File: src/sgmc_pkg.sv
// Constants, register map and field layout of the switch global MAC
// control bank. Assumes a 100 MHz core clock.
// Functional notes
// Null VID replaced by port default when enabled
// Storm rate: three high bits plus low byte
// Broadcast budget is storm rate times 64
// Storm period 5/50/500 ms by port speed
// Storm rate resets to 0x4A low, zero high
// Pass-pause bit forwards PAUSE, clear filters them
// Ingress period 16/64/256 ms, resets to 01
// Egress mode bit: per queue or per port
// Counter flush clears counters, bit self-clears
// Counter freeze holds counters while set
// Counters live per port in own window
// PCP mapped to programmable internal priority
// PCP map resets to identity
// Budget reloads each period, excess frames dropped
// Read-only reserved bits read zero
package sgmc_pkg;

  ////////////////////////////////////////////////////////////////////////
  // Register slots, printed indices (byte address = 4 * index)
  localparam int NUM_REGS = 9;
  localparam int S_CTL2 = 0;
  localparam int S_CTL3 = 1;
  localparam int S_CTL4 = 2;
  localparam int S_CTL5 = 3;
  localparam int S_CNT = 4;
  localparam int S_MAP01 = 5;
  localparam int S_MAP67 = 8;
  localparam logic [9:0] REG_IDX [0:8] = '{10'h332, 10'h333, 10'h334,
    10'h335, 10'h336, 10'h338, 10'h339, 10'h33A, 10'h33B};
  // Writable bits of each register; the rest read zero
  localparam logic [7:0] REG_WMASK [0:8] = '{8'hFF, 8'hFF, 8'h01, 8'h78,
    8'hC0, 8'h77, 8'h77, 8'h77, 8'h77};
  localparam logic [7:0] STORM_LOW_RST = 8'h4A;
  localparam logic [7:0] REG_RST [0:8] = '{8'h00, STORM_LOW_RST, 8'h00,
    8'h10, 8'h00, 8'h10, 8'h32, 8'h54, 8'h76};

  ////////////////////////////////////////////////////////////////////////
  // Field positions
  localparam int NULL_VID_BIT = 3;
  localparam int PASS_PAUSE_BIT = 0;
  localparam int ING_PER_LSB = 4;
  localparam int EGR_QUEUE_BIT = 3;
  localparam int FLUSH_BIT = 7;
  localparam int FREEZE_BIT = 6;
  localparam int MAP_HI_LSB = 4;

  ////////////////////////////////////////////////////////////////////////
  // Storm budget and timing
  localparam int STORM_BW = 17;
  localparam int STORM_SHIFT = 6;
  localparam int STORM_BYTE_UNIT = 64;
  localparam logic [16:0] STORM_RST_BUDGET =
    17'(int'(STORM_LOW_RST) * STORM_BYTE_UNIT);
  localparam int CLK_PERIOD_NS = 10;
  localparam int STORM_BASE_MS = 5;
  localparam int STORM_MID_MS = 50;
  localparam int STORM_SLOW_MS = 500;
  localparam int STORM_STEP = STORM_MID_MS / STORM_BASE_MS;
  localparam int STORM_BASE_CYC = STORM_BASE_MS * 1000000 / CLK_PERIOD_NS;
  localparam int ING_BASE_MS = 16;
  localparam int ING_MID_MS = 64;
  localparam int ING_SLOW_MS = 256;
  localparam int ING_STEP = ING_MID_MS / ING_BASE_MS;
  localparam int ING_BASE_CYC = ING_BASE_MS * 1000000 / CLK_PERIOD_NS;
  localparam logic [1:0] SPD_10 = 2'h0;
  localparam logic [1:0] SPD_100 = 2'h1;
  localparam logic [1:0] ING_16 = 2'h0;
  localparam logic [1:0] ING_64 = 2'h1;
  localparam logic [11:0] NULL_VID = 12'h000;

  ////////////////////////////////////////////////////////////////////////
  // AXI responses
  localparam logic [1:0] RESP_OKAY = 2'h0;
  localparam logic [1:0] RESP_SLVERR = 2'h2;

endpackage

File: src/sgmc_storm_if.sv
// Budget control link between the bank and one per-port storm limiter.
// Assumes both ends share one clock.
`timescale 1ns/10ps
`default_nettype none
interface sgmc_storm_if #(parameter int BW = 17);
  logic tick;
  logic [BW-1:0] budget;
  logic frame_valid;
  logic [15:0] frame_bytes;
  logic drop_valid;
  logic drop;
  modport ctrl (output tick, output budget, output frame_valid,
    output frame_bytes, input drop_valid, input drop);
  modport limiter (input tick, input budget, input frame_valid,
    input frame_bytes, output drop_valid, output drop);
endinterface
`default_nettype wire

File: src/sgmc_storm_limiter.sv
// Per-port broadcast byte budget. Assumes the bank supplies a period
// tick and the budget in bytes.
`timescale 1ns/10ps
`default_nettype none
module sgmc_storm_limiter
  import sgmc_pkg::*;
#(
  parameter int BW = STORM_BW
) (
  // Clock and reset
  input wire logic aclk,
  input wire logic aresetn,
  // Budget link
  sgmc_storm_if.limiter lim
);

  logic [BW-1:0] remaining;
  logic [BW-1:0] base;
  logic [BW-1:0] bytes;

  // A tick in the same cycle as a frame reloads first
  always_comb begin
    base = lim.tick ? lim.budget : remaining;
    bytes = BW'(lim.frame_bytes);
  end

  // Oversized frames are dropped but do not drain what is left
  always_ff @(posedge aclk) begin
    if (!aresetn) begin
      remaining <= STORM_RST_BUDGET;
    end else if (lim.frame_valid && bytes <= base) begin
      remaining <= base - bytes;
    end else begin
      remaining <= base;
    end
  end

  always_ff @(posedge aclk) begin
    if (!aresetn) begin
      lim.drop_valid <= 1'b0;
      lim.drop <= 1'b0;
    end else begin
      lim.drop_valid <= lim.frame_valid;
      lim.drop <= lim.frame_valid && (bytes > base);
    end
  end
endmodule
`default_nettype wire

File: src/sgmc_top.sv
// Switch global MAC control bank behind an AXI4-Lite slave, with the
// per-port storm limiters and the frame classification it steers.
// Assumes synchronous frame-side inputs, one classified frame per cycle.
`timescale 1ns/10ps
`default_nettype none
module sgmc_top
  import sgmc_pkg::*;
#(
  parameter int NPORTS = 5,
  parameter int AW = 12,
  parameter int STORM_CYC = STORM_BASE_CYC,
  parameter int ING_CYC = ING_BASE_CYC
) (
  // Clock and reset
  input wire logic aclk,
  input wire logic aresetn,
  // AXI4-Lite write address
  input wire logic [AW-1:0] s_axi_awaddr,
  input wire logic s_axi_awvalid,
  output logic s_axi_awready,
  // AXI4-Lite write data
  input wire logic [31:0] s_axi_wdata,
  input wire logic [3:0] s_axi_wstrb,
  input wire logic s_axi_wvalid,
  output logic s_axi_wready,
  // AXI4-Lite write response
  output logic [1:0] s_axi_bresp,
  output logic s_axi_bvalid,
  input wire logic s_axi_bready,
  // AXI4-Lite read address
  input wire logic [AW-1:0] s_axi_araddr,
  input wire logic s_axi_arvalid,
  output logic s_axi_arready,
  // AXI4-Lite read data
  output logic [31:0] s_axi_rdata,
  output logic [1:0] s_axi_rresp,
  output logic s_axi_rvalid,
  input wire logic s_axi_rready,
  // Received VLAN tag classification
  input wire logic tag_valid,
  input wire logic [11:0] tag_vid,
  input wire logic [11:0] tag_default_vid,
  input wire logic [2:0] tag_pcp,
  output logic tag_out_valid,
  output logic [11:0] tag_out_vid,
  output logic [2:0] tag_out_prio,
  // PAUSE frame filter
  input wire logic pause_valid,
  output logic pause_out_valid,
  output logic pause_drop,
  // Broadcast storm protection, per port
  input wire logic [NPORTS-1:0][1:0] port_speed,
  input wire logic [NPORTS-1:0] bcast_valid,
  input wire logic [NPORTS-1:0][15:0] bcast_bytes,
  output logic [NPORTS-1:0] bcast_out_valid,
  output logic [NPORTS-1:0] bcast_drop,
  // Rate limiter and statistics counter control
  output logic ingress_tick,
  output logic egress_queue_mode,
  output logic stat_cnt_flush,
  output logic stat_cnt_freeze
);

  logic [7:0] regs [0:NUM_REGS-1];
  logic aw_held;
  logic w_held;
  logic [AW-1:0] awaddr_q;
  logic [7:0] wdata_q;
  logic wlane_q;
  logic write_do;
  logic w_hit;
  logic [3:0] w_slot;
  logic r_hit;
  logic [3:0] r_slot;
  logic [STORM_BW-1:0] budget;

  // Address to slot; byte address is four times the printed index
  function automatic logic [4:0] decode(input logic [AW-1:0] addr);
    logic [4:0] res;
    res = 5'h00;
    for (int i = 0; i < NUM_REGS; i++) begin
      if (addr[1:0] == 2'h0 && addr[AW-1:2] == (AW-2)'(REG_IDX[i])) begin
        res = {1'b1, 4'(i)};
      end
    end
    return res;
  endfunction

  ////////////////////////////////////////////////////////////////////////
  // AXI4-Lite write channel; address and data may arrive in any order
  assign write_do = aw_held && w_held && !s_axi_bvalid;
  assign {w_hit, w_slot} = decode(awaddr_q);
  assign {r_hit, r_slot} = decode(s_axi_araddr);

  always_ff @(posedge aclk) begin
    if (!aresetn) begin
      aw_held <= 1'b0;
      s_axi_awready <= 1'b1;
      awaddr_q <= '0;
    end else if (s_axi_awvalid && s_axi_awready) begin
      aw_held <= 1'b1;
      s_axi_awready <= 1'b0;
      awaddr_q <= s_axi_awaddr;
    end else if (write_do) begin
      aw_held <= 1'b0;
      s_axi_awready <= 1'b1;
    end
  end

  always_ff @(posedge aclk) begin
    if (!aresetn) begin
      w_held <= 1'b0;
      s_axi_wready <= 1'b1;
      wdata_q <= 8'h00;
      wlane_q <= 1'b0;
    end else if (s_axi_wvalid && s_axi_wready) begin
      w_held <= 1'b1;
      s_axi_wready <= 1'b0;
      wdata_q <= s_axi_wdata[7:0];
      wlane_q <= s_axi_wstrb[0];
    end else if (write_do) begin
      w_held <= 1'b0;
      s_axi_wready <= 1'b1;
    end
  end

  always_ff @(posedge aclk) begin
    if (!aresetn) begin
      s_axi_bvalid <= 1'b0;
      s_axi_bresp <= RESP_OKAY;
    end else if (write_do) begin
      s_axi_bvalid <= 1'b1;
      s_axi_bresp <= w_hit ? RESP_OKAY : RESP_SLVERR;
    end else if (s_axi_bready) begin
      s_axi_bvalid <= 1'b0;
    end
  end

  ////////////////////////////////////////////////////////////////////////
  // Register file; only byte lane 0 carries data
  generate
    for (genvar g = 0; g < NUM_REGS; g++) begin : g_reg
      always_ff @(posedge aclk) begin
        if (!aresetn) begin
          regs[g] <= REG_RST[g];
        end else if (write_do && w_hit && wlane_q && w_slot == 4'(g)) begin
          regs[g] <= wdata_q & REG_WMASK[g];
        end else if (g == S_CNT) begin
          // Flush is a single-cycle command
          regs[g] <= regs[g] & ~(8'h01 << FLUSH_BIT);
        end
      end
    end
  endgenerate

  ////////////////////////////////////////////////////////////////////////
  // AXI4-Lite read channel
  always_ff @(posedge aclk) begin
    if (!aresetn) begin
      s_axi_arready <= 1'b1;
      s_axi_rvalid <= 1'b0;
      s_axi_rdata <= 32'h0000_0000;
      s_axi_rresp <= RESP_OKAY;
    end else if (s_axi_arvalid && s_axi_arready) begin
      s_axi_arready <= 1'b0;
      s_axi_rvalid <= 1'b1;
      s_axi_rdata <= r_hit ? {24'h000000, regs[r_slot]} : 32'h0000_0000;
      s_axi_rresp <= r_hit ? RESP_OKAY : RESP_SLVERR;
    end else if (s_axi_rvalid && s_axi_rready) begin
      s_axi_arready <= 1'b1;
      s_axi_rvalid <= 1'b0;
    end
  end

  ////////////////////////////////////////////////////////////////////////
  // Control levels straight from the register flops
  assign egress_queue_mode = regs[S_CTL5][EGR_QUEUE_BIT];
  assign stat_cnt_flush = regs[S_CNT][FLUSH_BIT];
  assign stat_cnt_freeze = regs[S_CNT][FREEZE_BIT];
  assign budget = {regs[S_CTL2][2:0], regs[S_CTL3], 6'h00};

  ////////////////////////////////////////////////////////////////////////
  // Tag classification: null VID fix-up and PCP priority lookup
  logic [7:0] map_byte;
  assign map_byte = regs[S_MAP01 + 32'(tag_pcp[2:1])];

  always_ff @(posedge aclk) begin
    if (!aresetn) begin
      tag_out_valid <= 1'b0;
      tag_out_vid <= NULL_VID;
      tag_out_prio <= 3'h0;
    end else begin
      tag_out_valid <= tag_valid;
      if (regs[S_CTL2][NULL_VID_BIT] && tag_vid == NULL_VID) begin
        tag_out_vid <= tag_default_vid;
      end else begin
        tag_out_vid <= tag_vid;
      end
      tag_out_prio <= tag_pcp[0] ? map_byte[MAP_HI_LSB +: 3]
                                 : map_byte[2:0];
    end
  end

  always_ff @(posedge aclk) begin
    if (!aresetn) begin
      pause_out_valid <= 1'b0;
      pause_drop <= 1'b0;
    end else begin
      pause_out_valid <= pause_valid;
      pause_drop <= pause_valid && !regs[S_CTL4][PASS_PAUSE_BIT];
    end
  end

  ////////////////////////////////////////////////////////////////////////
  // Period ticks; slower periods are decades of the 5 ms base, so the
  // wide counter exists once rather than per port
  logic [31:0] storm_cnt;
  logic [3:0] storm_mid_cnt;
  logic [3:0] storm_slow_cnt;
  logic tick_fast;
  logic tick_mid;
  logic tick_slow;

  always_ff @(posedge aclk) begin
    if (!aresetn) begin
      storm_cnt <= 32'h0000_0000;
      tick_fast <= 1'b0;
    end else begin
      tick_fast <= storm_cnt == 32'(STORM_CYC - 1);
      storm_cnt <= (storm_cnt == 32'(STORM_CYC - 1)) ? 32'h0000_0000
                                                     : storm_cnt + 32'h1;
    end
  end

  always_ff @(posedge aclk) begin
    if (!aresetn) begin
      storm_mid_cnt <= 4'h0;
      storm_slow_cnt <= 4'h0;
      tick_mid <= 1'b0;
      tick_slow <= 1'b0;
    end else begin
      tick_mid <= tick_fast && storm_mid_cnt == 4'(STORM_STEP - 1);
      tick_slow <= tick_mid && storm_slow_cnt == 4'(STORM_STEP - 1);
      if (tick_fast) begin
        storm_mid_cnt <= (storm_mid_cnt == 4'(STORM_STEP - 1)) ? 4'h0
                                                : storm_mid_cnt + 4'h1;
      end
      if (tick_mid) begin
        storm_slow_cnt <= (storm_slow_cnt == 4'(STORM_STEP - 1)) ? 4'h0
                                                : storm_slow_cnt + 4'h1;
      end
    end
  end

  // Ingress period ticks, built the same way in steps of four
  logic [31:0] ing_cnt;
  logic [1:0] ing_mid_cnt;
  logic [1:0] ing_slow_cnt;
  logic ing_fast;
  logic ing_mid;
  logic ing_slow;

  always_ff @(posedge aclk) begin
    if (!aresetn) begin
      ing_cnt <= 32'h0000_0000;
      ing_fast <= 1'b0;
      ing_mid <= 1'b0;
      ing_slow <= 1'b0;
      ing_mid_cnt <= 2'h0;
      ing_slow_cnt <= 2'h0;
    end else begin
      ing_fast <= ing_cnt == 32'(ING_CYC - 1);
      ing_cnt <= (ing_cnt == 32'(ING_CYC - 1)) ? 32'h0000_0000
                                               : ing_cnt + 32'h1;
      ing_mid <= ing_fast && ing_mid_cnt == 2'(ING_STEP - 1);
      ing_slow <= ing_mid && ing_slow_cnt == 2'(ING_STEP - 1);
      if (ing_fast) begin
        ing_mid_cnt <= ing_mid_cnt + 2'h1;
      end
      if (ing_mid) begin
        ing_slow_cnt <= ing_slow_cnt + 2'h1;
      end
    end
  end

  logic [1:0] ing_sel;
  assign ing_sel = regs[S_CTL5][ING_PER_LSB +: 2];

  always_ff @(posedge aclk) begin
    if (!aresetn) begin
      ingress_tick <= 1'b0;
    end else if (ing_sel == ING_16) begin
      ingress_tick <= ing_fast;
    end else if (ing_sel == ING_64) begin
      ingress_tick <= ing_mid;
    end else begin
      ingress_tick <= ing_slow;
    end
  end

  ////////////////////////////////////////////////////////////////////////
  // Per-port storm limiters
  generate
    for (genvar p = 0; p < NPORTS; p++) begin : g_port
      sgmc_storm_if #(.BW(STORM_BW)) link ();
      assign link.tick = (port_speed[p] == SPD_10) ? tick_slow
                       : (port_speed[p] == SPD_100) ? tick_mid
                       : tick_fast;
      assign link.budget = budget;
      assign link.frame_valid = bcast_valid[p];
      assign link.frame_bytes = bcast_bytes[p];
      assign bcast_out_valid[p] = link.drop_valid;
      assign bcast_drop[p] = link.drop;
      sgmc_storm_limiter #(.BW(STORM_BW)) u_lim (
        .aclk(aclk),
        .aresetn(aresetn),
        .lim(link)
      );
    end
  endgenerate
endmodule
`default_nettype wire

File: config.mk
export PLATFORM = sky130hd
export DESIGN_NAME = sgmc_top
export DESIGN_NICKNAME = d
export VERILOG_FILES = /design/src/sgmc_pkg.sv /design/src/sgmc_storm_if.sv /design/src/sgmc_storm_limiter.sv /design/src/sgmc_top.sv
export SDC_FILE = /design/constraint.sdc
export NUM_CORES = 1
export LEC_CHECK = 0
export ABC_AREA = 1
export BUFFER_PORTS_ARGS = -buffer_cell sky130_fd_sc_hd__buf_4
export CORE_MARGIN = 4
export CORE_UTILIZATION = 30
export DETAILED_ROUTE_END_ITERATION = 12
export GPL_TIMING_DRIVEN = 0
export PLACE_DENSITY = 0.55
export SKIP_CTS_REPAIR_TIMING = 1
export SYNTH_ARGS = -nofsm -noshare
export SYNTH_HDL_FRONTEND = slang
export SYNTH_SLANG_ARGS = --single-unit
File: constraint.sdc
create_clock -name aclk -period 3 [get_ports aclk]
set_input_delay 0.15 -clock aclk [delete_from_list [all_inputs] [get_ports aclk]]
set_output_delay 0.15 -clock aclk [all_outputs]
set_load 0.02 [all_outputs]
# Word level (Yosys, flattened, before mapping)
# Memories as Yosys holds them, arrays and structs flattened.
# Cells that the tools add are included.
# classes
n_addsub	12
multipliers	0
div	0
magnitude_cmp	10
eq_ne	38
shifts	0
n_mux	100
bitwise	11
n_reduce_logical	69
# ops
cell	count
== test 10 bit, second input constant	18
2-to-1 mux 17 bit	10
2-to-1 mux 5 bit	18
2-to-1 mux 8 bit	11
> comparator 16 x 17 -> 1 bit	5
less-or-equal comparator 16 x 17 -> 1 bit	5
subtractor 17 x 16 -> 17 bit	5
adder 32 x 1 -> 32 bit, second input constant	2
2-to-1 mux 1 bit	55
logical AND 1 bit	51
== test 32 x 19 -> 1 bit, second input constant	1
== test 32 x 21 -> 1 bit, second input constant	1
== test 4 x 3 -> 1 bit, second input constant	4
logical NOT 2 bit	8
== test 2 x 1 -> 1 bit, second input constant	6
== test 4 bit, second input constant	3
logical NOT 12 bit	1
2-to-1 mux 12 bit	1
OR 1 bit	10
adder 4 x 1 -> 4 bit, second input constant	2
== test 4 x 2 -> 1 bit, second input constant	2
2-to-1 mux 4 bit	2
nonzero test 2 bit	4
adder 2 x 1 -> 2 bit, second input constant	2
other kinds (9)	13
# totals
regBits	260
latch_bits	0
ram_bits	72
romBits	0
in_bits	191
out_inout_bits	73
elab_cells	287
n_memories	1
# mem_list
memory	depth	width	read_ports	rd_clocked_by_memory_dff	wr	line	rtl
regs	9	8	7	0	9	sgmc_top.sv:64	logic [7:0] regs [0:NUM_REGS-1];

# Depth between registers and ports, before layout
# Gate-level depths: netlist (run 1).
# logic_depth
word_depth	19
ltp_mapped	22
mapped_depth_nobuf	20

# Hierarchy
# Synthesis (run 1) repeated with hierarchy kept, for this count alone.
# hier_totals
cells_unflattened	2976
hier_area_um2	19701.4
# modules_own_cells
mod	n_inst	cells_per_inst	area_per_inst_um2	seq_area_each_um2
sgmc_top	1	1260	9370.2	4194.0
sgmc_storm_limiter (g_port[0].u_lim ...)	4	343	2070.7	380.4
sgmc_storm_limiter (g_port[1].u_lim)	1	344	2048.2	380.4

# Worst setup path before layout (run 1)
# OpenSTA, ideal clock, no wires.
# synth_timing
kind	register -> register
startpoint	reg tick_slow
endpoint	reg g_port[1].u_lim.remaining[12]
setup_ns	0.142
arrival_time_ns	2.709
required_ns	2.858
setup_slack_ns	0.150
stages_incl_launch_ff	20
n_path_buf	2
path_cell_list	dfxtp_1 inv_1 nor2_1 a211o_1 nand2_2 buf_1 inv_1 nor2_1 ha_1 nand3_1 nand2_1 a21oi_4 o21ai_2 nand2_1 nand2_1 nand2_1 nand3_2 nand2_4 buf_4 o211ai_1
# synth_between
elab_chain_len	5
word_cells_on_any_way	6
# synth_lines
item	line	rtl
start: declaration	sgmc_top.sv:222	logic tick_slow;
start signal: assignment	sgmc_top.sv:243	tick_slow <= tick_mid && storm_slow_cnt == 4'(STORM_STEP - 1);
2-to-1 mux 1 bit *	sgmc_top.sv:306	assign link.tick = (port_speed[p] == SPD_10) ? tick_slow
2-to-1 mux 17 bit *	sgmc_storm_limiter.sv:23	base = lim.tick ? lim.budget : remaining;
less-or-equal comparator 16 x 17 -> 1 bit	sgmc_storm_limiter.sv:31	end else if (lim.frame_valid && bytes <= base) begin
logical AND 1 bit	sgmc_storm_limiter.sv:31	
2-to-1 mux 17 bit *	sgmc_storm_limiter.sv:31	
end signal: assignment	sgmc_storm_limiter.sv:32	remaining <= base - bytes;
end signal: assignment	sgmc_storm_limiter.sv:34	remaining <= base;
end: declaration	sgmc_storm_limiter.sv:17	logic [BW-1:0] remaining;
# Every way passes the cells marked *; elsewhere a longest branch is shown, timed or not.
# A chain may end at the register's enable or synchronous reset.

# Worst setup path after layout (run 1)
# layout_timing
startpoint	reg tick_slow
endpoint	reg g_port[3].u_lim.remaining[13]
# layout_between
elab_chain_len	5
word_cells_on_any_way	6
# layout_lines
item	line
2-to-1 mux 1 bit *	sgmc_top.sv:306
2-to-1 mux 17 bit *	sgmc_storm_limiter.sv:23
less-or-equal comparator 16 x 17 -> 1 bit	sgmc_storm_limiter.sv:31
logical AND 1 bit	sgmc_storm_limiter.sv:31
2-to-1 mux 17 bit *	sgmc_storm_limiter.sv:31
end signal: assignment	sgmc_storm_limiter.sv:32
end signal: assignment	sgmc_storm_limiter.sv:34
end: declaration	sgmc_storm_limiter.sv:17
# Marked as above.

==> impl_metrics.ini, run 1 <==
[worst_setup_path]
crit_required_ns = 3.43
r2r-start = tick_slow
crit_path_max_fanout = 7
crit_arrival_ns = 3.50
endpoint_kind = flop
start_kind = flop
crit_start = tick_slow
crit_type = flop to flop

[power_and_ir_drop]
ir_drop_v = 0.0003413
p_per_area_nw_per_um2 = 508.6
pwr-share-clk_pct = 36.5
combPwrFrac_pct = 29.5
internal_power_w = 0.008367
switching_share_pct = 31.49
switchingPower_w = 0.003846
seq_power_share_pct = 34.0
finalPower_w = 0.01221
leakagePower_nw = 11.10

[die]
die_area_um2 = 62060
die_h_um = 249.1
design.core.area_um2 = 57590
start_util_pct = 30.29
rows = 88
pin_count = 264
die_width_um = 249.1

[cts]
numCtsBuffers = 36
cts-root-buf = clkbuf_16
clock_path_buffers = 3
cts_tree = done
clk_latency_ns = 0.54
cts_sinks = 281
cts.reportedPaths.clkPinSlew_ns = 0.06
htree_levels = 2

[synth]
yosysMostFrequentCell = nand2_1
synthTopCellsByCount = nand2_1 (515), inv_1 (335), nor2_1 (327)
synth_edf_count = 47
synthTopCellsByArea = dfxtp_1 (27%), nand2_1 (11%), edfxtp_1 (8.1%)
syn-instance-count = 2487
synth_cell_types = 60
async_flop_share_pct = 0
syn-cell-area_um2 = 17440
synth_area_leader_cell = dfxtp_1
yosysWarnings = 0
ys_seq_area_share_pct = 34.95
avgSynthCellArea_um2 = 7.013
synth_ff_type = dfxtp_1
synth-seq-cells = 281
synthDominantCellAreaShare_pct = 26.86

[sta]
fmax_mhz = 325.2
setup_viol_count_final = 6
hold_viol = 2
slew_violations = 0
fin_ws_ns = -0.07505
finalCriticalPeriod_ns = 3.075
tightest_slew_ns = 1.130
whs_ns = -0.03740
maxSlewHeadroom_pct = 24.64
finClkSkew_ns = 0.01333
rsz0062_at_grt = yes
period_share_pct = 102.5

[finish]
fillers = 5853
multi_input_area_um2 = 10680
nNetsFinal = 3196
regArea_um2 = 6105
fin_util_pct = 41.70
diodes = 0
drive_above_1_share_pct = 24.66
area_growth_pct = 37.70

[run]
cap_violations = 0

[min_path]
hold_path_class = input port to flop
min-delay-start = s_axi_awaddr[5]

[placement]
dp_hpwl_um = 42110
place.gp.congestion = 0.9046
numPortBuffers = 209

[outcome]
status = finished with violations
violations = hold timing, setup timing

[global_route]
grt_max_degree = 14
grt_pass1_wl_um = 86700
grtUsageTotal_pct = 17.05
grt_pass1_vias = 16665
grt_overflow = 0
antenna_found_initial = 0

[detailed_routing]
remaining_drc_errors = 0
routed_wl_um = 58300
drt-initial-drc-count = 1043
vias = 17836
post_drt_wl_per_cell_um = 15.73
dr.pass1.iters = 5
drt.antenna.violating_nets = 0
via_per_inst = 4.814
-- worst max-delay path, cell delays in order, from the launching register on --
cell,delay (ns)
dfxtp_4,0.37
inv_6,0.05
o211ai_1,0.22
nand2_2,0.20
buf_6,0.19
nand2_1,0.07
o21ai_2,0.09
ha_4,0.33
nand2_2,0.06
nor3_2,0.22
nor3b_2,0.27
nand3b_1,0.17
nand3_2,0.11
nand2_4,0.10
inv_4,0.11
buf_8,0.12
nand3b_1,0.11
nand2_1,0.10
nor2_1,0.06
-- through the flow --
| step | setup TNS (ns) | setup slack, ns | hold slack (ns) | instances | area (µm²) |
|---|---|---|---|---|---|
| after floorplan | 0 | 0.1497 | 0.2476 | 2512 | 17530 |
| after global placement | -38.92 | -0.7432 | 0.3350 | 3486 | 20060 |
| after detailed placement | -41.84 | -0.7129 | 0.3383 | 3486 | 20060 |
| after CTS | -44.38 | -0.7156 | -0.2380 | 3549 | 21280 |
| after global routing | -3.312 | -0.1570 | 0.007166 | 3705 | 24020 |
| final | -0.1635 | -0.07505 | -0.03740 | 3705 | 24020 |
-- layout by cell type, fill, tap and decap left out, types with 11 or more instances in the layout --
cell	Yosys	final
nor3_1	49	44
dlygate4sd3_1	0	55
a21oi_1	162	132
nor2_1	327	312
xor2_1	59	58
buf_6	4	13
edfxtp_1	47	47
ha_4	0	29
nor3b_1	24	21
inv_2	9	20
dfxtp_1	234	231
nand2_1	515	477
clkbuf_16	0	46
o211ai_1	19	19
xnor2_1	30	30
conb_1	2	27
buf_4	41	336
nor2_2	16	25
nor2_4	6	12
a21oi_2	4	29
nand3_1	109	99
nand2_2	12	42
o21ai_2	4	36
clkbuf_1	29	26
o21ai_0	180	123
inv_1	335	316
nor4_1	14	12
ha_1	85	51
nand2_4	3	11
nand4_1	47	47
nand3_2	10	14
o21ai_1	12	35
-- worst paths after layout --
path | to | slack (ns) | cells past startpoint
hold reg to reg | storm_cnt[0] | 0.46 | 1
setup reg to reg | g_port[3].u_lim.remaining[13] | -0.08 | 18
hold / removal | awaddr_q[5] | -0.04 | 3
setup / recovery | g_port[3].u_lim.remaining[13] | -0.08 | 18
-- final cells by class --
cell class	instances	share of cell area, %
clock inverter	12	0.5418
tap	765	3.986
multi-input combinational	1791	44.48
clock buffer	51	4.548
sequential	281	25.42
buffer	96	2.991
timing repair buffer	364	12.52
inverter	345	5.517
-- layer usage --
layer	GRT usage, %	wire, µm	up-vias
met4	5.084	1917	0
met2	29.92	28050	460
met3	2.506	3052	123
met5	0	0	-
li1	-	-	8918
met1	21.74	25270	8335
-- kinds of logic after synthesis --
logic type	after synthesis	share of synthesized area, %
AO/OA/AOI/OAI	421	13.28
XOR/XNOR	89	4.469
adder cells (fa/ha/maj)	90	6.672
buffers and inverters	442	10.83
flip-flops	281	34.95
other	2	0.04306
AND/OR/NAND/NOR	1162	29.76
-- power by group through the flow --
stage	clock [W]	sequential (W)	combinational (W)
finish	0.00446	0.00415	0.00360
global route	0.00473	0.00417	0.00394
CTS	0.00457	0.00415	0.00269
detailed placement	0	0.00423	0.00267
global placement	0	0.00423	0.00265
floorplan	0	0.00424	0.00188
-- state kept, by name, indices dropped and copies added (netlist names), 5 cells and up --
register                     count
g_port.u_lim.remaining          85
s_axi_rdata                      8
regs                            47
tag_out_vid                     12
awaddr_q                        12
wdata_q                          8
g_port.u_lim.lim.drop_valid      5
g_port.u_lim.lim.drop            5
ing_cnt                         32
storm_cnt                       32
(Power assumes the default switching activity.)
==> run 2, diff against run 1 <==
==> constraint.sdc (replaced) <==
create_clock -name aclk -period 3 [get_ports aclk]
set_input_delay 0.3 -clock aclk [delete_from_list [all_inputs] [get_ports aclk]]
set_output_delay 0.3 -clock aclk [all_outputs]
set_load 0.02 [all_outputs]
==> run 2 against run 1 <==
Largest cell class unchanged. Critical path type unchanged. Routed wire length shrank 1.0%. Highest routed layer unchanged. Utilization decreased by 0.89 points. Die area unchanged. The run ends with setup timing left. Clock skew barely moved.
==> impl_metrics.ini, run 2 (same netlist as run 1, synthesis figures left out) <==
[worst_setup_path]
slowest_delay_ns = 0.37
crit_arrival_ns = 3.51
crit_required_ns = 3.43
critical-path-slowest-cell = dfxtp_4
endpoint_kind = flop
path_cells = inv_6 -> o211ai_1 -> nand2_2 -> buf_6 -> nand2_1 -> o21ai_2 -> ha_4 -> nand2_2 -> nor3_2 -> nor3b_2 -> nand3b_1 -> nand3_2 -> nand2_4 -> inv_4 -> buf_8 -> nand3b_1 -> nand2_1 -> nor2_1
start_kind = flop
crit_type = flop to flop
crit_path_max_fanout = 7

[finish]
drive_above_1_share_pct = 25.10
regArea_um2 = 6105
area_growth_pct = 34.77
fin_util_pct = 40.82
nNetsFinal = 3145
mostFrequentLayoutCell = nand2_1
top_regs = g_port.u_lim.remaining x85, regs x47
fillers = 5897
diodes = 0
multi_input_area_um2 = 10680
max_flop_register = g_port.u_lim.remaining
largest_register_ffs = 85
final_cell_mix = nand2_1 (477), buf_4 (336), inv_1 (316)

[sta]
maxSlewHeadroom_pct = 20.65
fmax_mhz = 324.7
setup_viol_count_final = 10
tightest_slew_ns = 1.190
slew_violations = 0
setup_tns_ns = -0.2538
fin_ws_ns = -0.07942
hold_viol = 0
finalCriticalPeriod_ns = 3.079
whs_ns = 0.004602
period_share_pct = 102.6
rsz0062_at_grt = yes
finClkSkew_ns = 0.01369

[die]
die_width_um = 249.1
die_h_um = 249.1
rows = 88
design.core.area_um2 = 57590
start_util_pct = 30.29
die_area_um2 = 62060
pin_count = 264

[global_route]
grt_pass1_wl_um = 86700
antenna_found_initial = 0
grtUsageTotal_pct = 17.05
grt_max_degree = 14
grt_pass1_vias = 16665
grt_overflow = 0

[run]
cap_violations = 0

[detailed_routing]
via_per_inst = 4.802
route.top_layer_used = met4
routed_wl_um = 57690
drt.antenna.violating_nets = 0
wl_met3_um = 3025
drt-initial-drc-count = 1065
wl_met1_um = 25160
remaining_drc_errors = 0
vias = 17546
wl_met2_um = 27680
dr.pass1.iters = 5
post_drt_wl_per_cell_um = 15.79

[placement]
dp_hpwl_um = 42110
place.gp.congestion = 0.9046
numPortBuffers = 209
dpl_worst_slack_ns = -0.7129

[cts]
cts-root-buf = clkbuf_16
cts_sinks = 281
clock_path_buffers = 3
numCtsBuffers = 36
cts.reportedPaths.clkPinSlew_ns = 0.06
cts_tree = done
htree_levels = 2
clk_latency_ns = 0.54

[power_and_ir_drop]
ir_drop_v = 0.0003382
p_per_area_nw_per_um2 = 516.9
leakagePower_nw = 10.88

[outcome]
violations = setup timing
status = finished with violations

[min_path]
hold_path_class = input port to flop
run 2: final timing paths:
check / startpoint / to / slack [ns] / cells after the start
worst max register to register: tick_slow / g_port[3].u_lim.remaining[13] / -0.08 / 18
worst min-delay path: tag_vid[6] / tag_out_vid[6] / 0.005 / 3
worst max-delay path: tick_slow / g_port[3].u_lim.remaining[13] / -0.08 / 18
worst min register to register: storm_cnt[0] / storm_cnt[0] / 0.46 / 1
run 2: critical path, delay by kind of cell (launching register included):
kind / cells / cell delay [ns]
and+or+nand+nor: 11 / 1.47
buffers and inverters: 4 / 0.46
DFF: 1 / 0.37
adders and majority gates: 1 / 0.33
AOI/OAI and AO/OA: 2 / 0.31
run 2: routing by layer:
metal  track usage (%)  vias up
li1                  -     8818
met1             21.74     8168
met2             29.92      450
met3             2.506      110
met4             5.084        0
met5                 0        -
run 2: layout make-up:
type                    instances  share of cell area (%)
plain buffers                  96                   3.055
clock buffers                  51                   4.647
clock inverters                12                  0.5536
inverters                     345                   5.637
multi-input cells            1791                   45.44
flip-flops and latches        281                   25.97
well taps                     765                   4.072
repair buffers                313                   10.62
run 2: power by group:
group | switching [W] | total (W) | internal (W)
clock | 0.00173 | 0.00445 | 0.00272
sequential | 0.0000838 | 0.00415 | 0.00407
combinational | 0.00201 | 0.00354 | 0.00153
run 2: per-stage QoR:
step / std cells / total power (W) / cell area [µm²]
6_report: 3654 / 0.01215 / 23510
5_1_grt: 3654 / 0.01278 / 23510
4_1_cts: 3549 / 0.01141 / 21280
3_5_place_dp: 3486 / 0.006903 / 20060
3_3_place_gp: 3486 / 0.006880 / 20060
2_1_floorplan: 2512 / 0.006116 / 17530
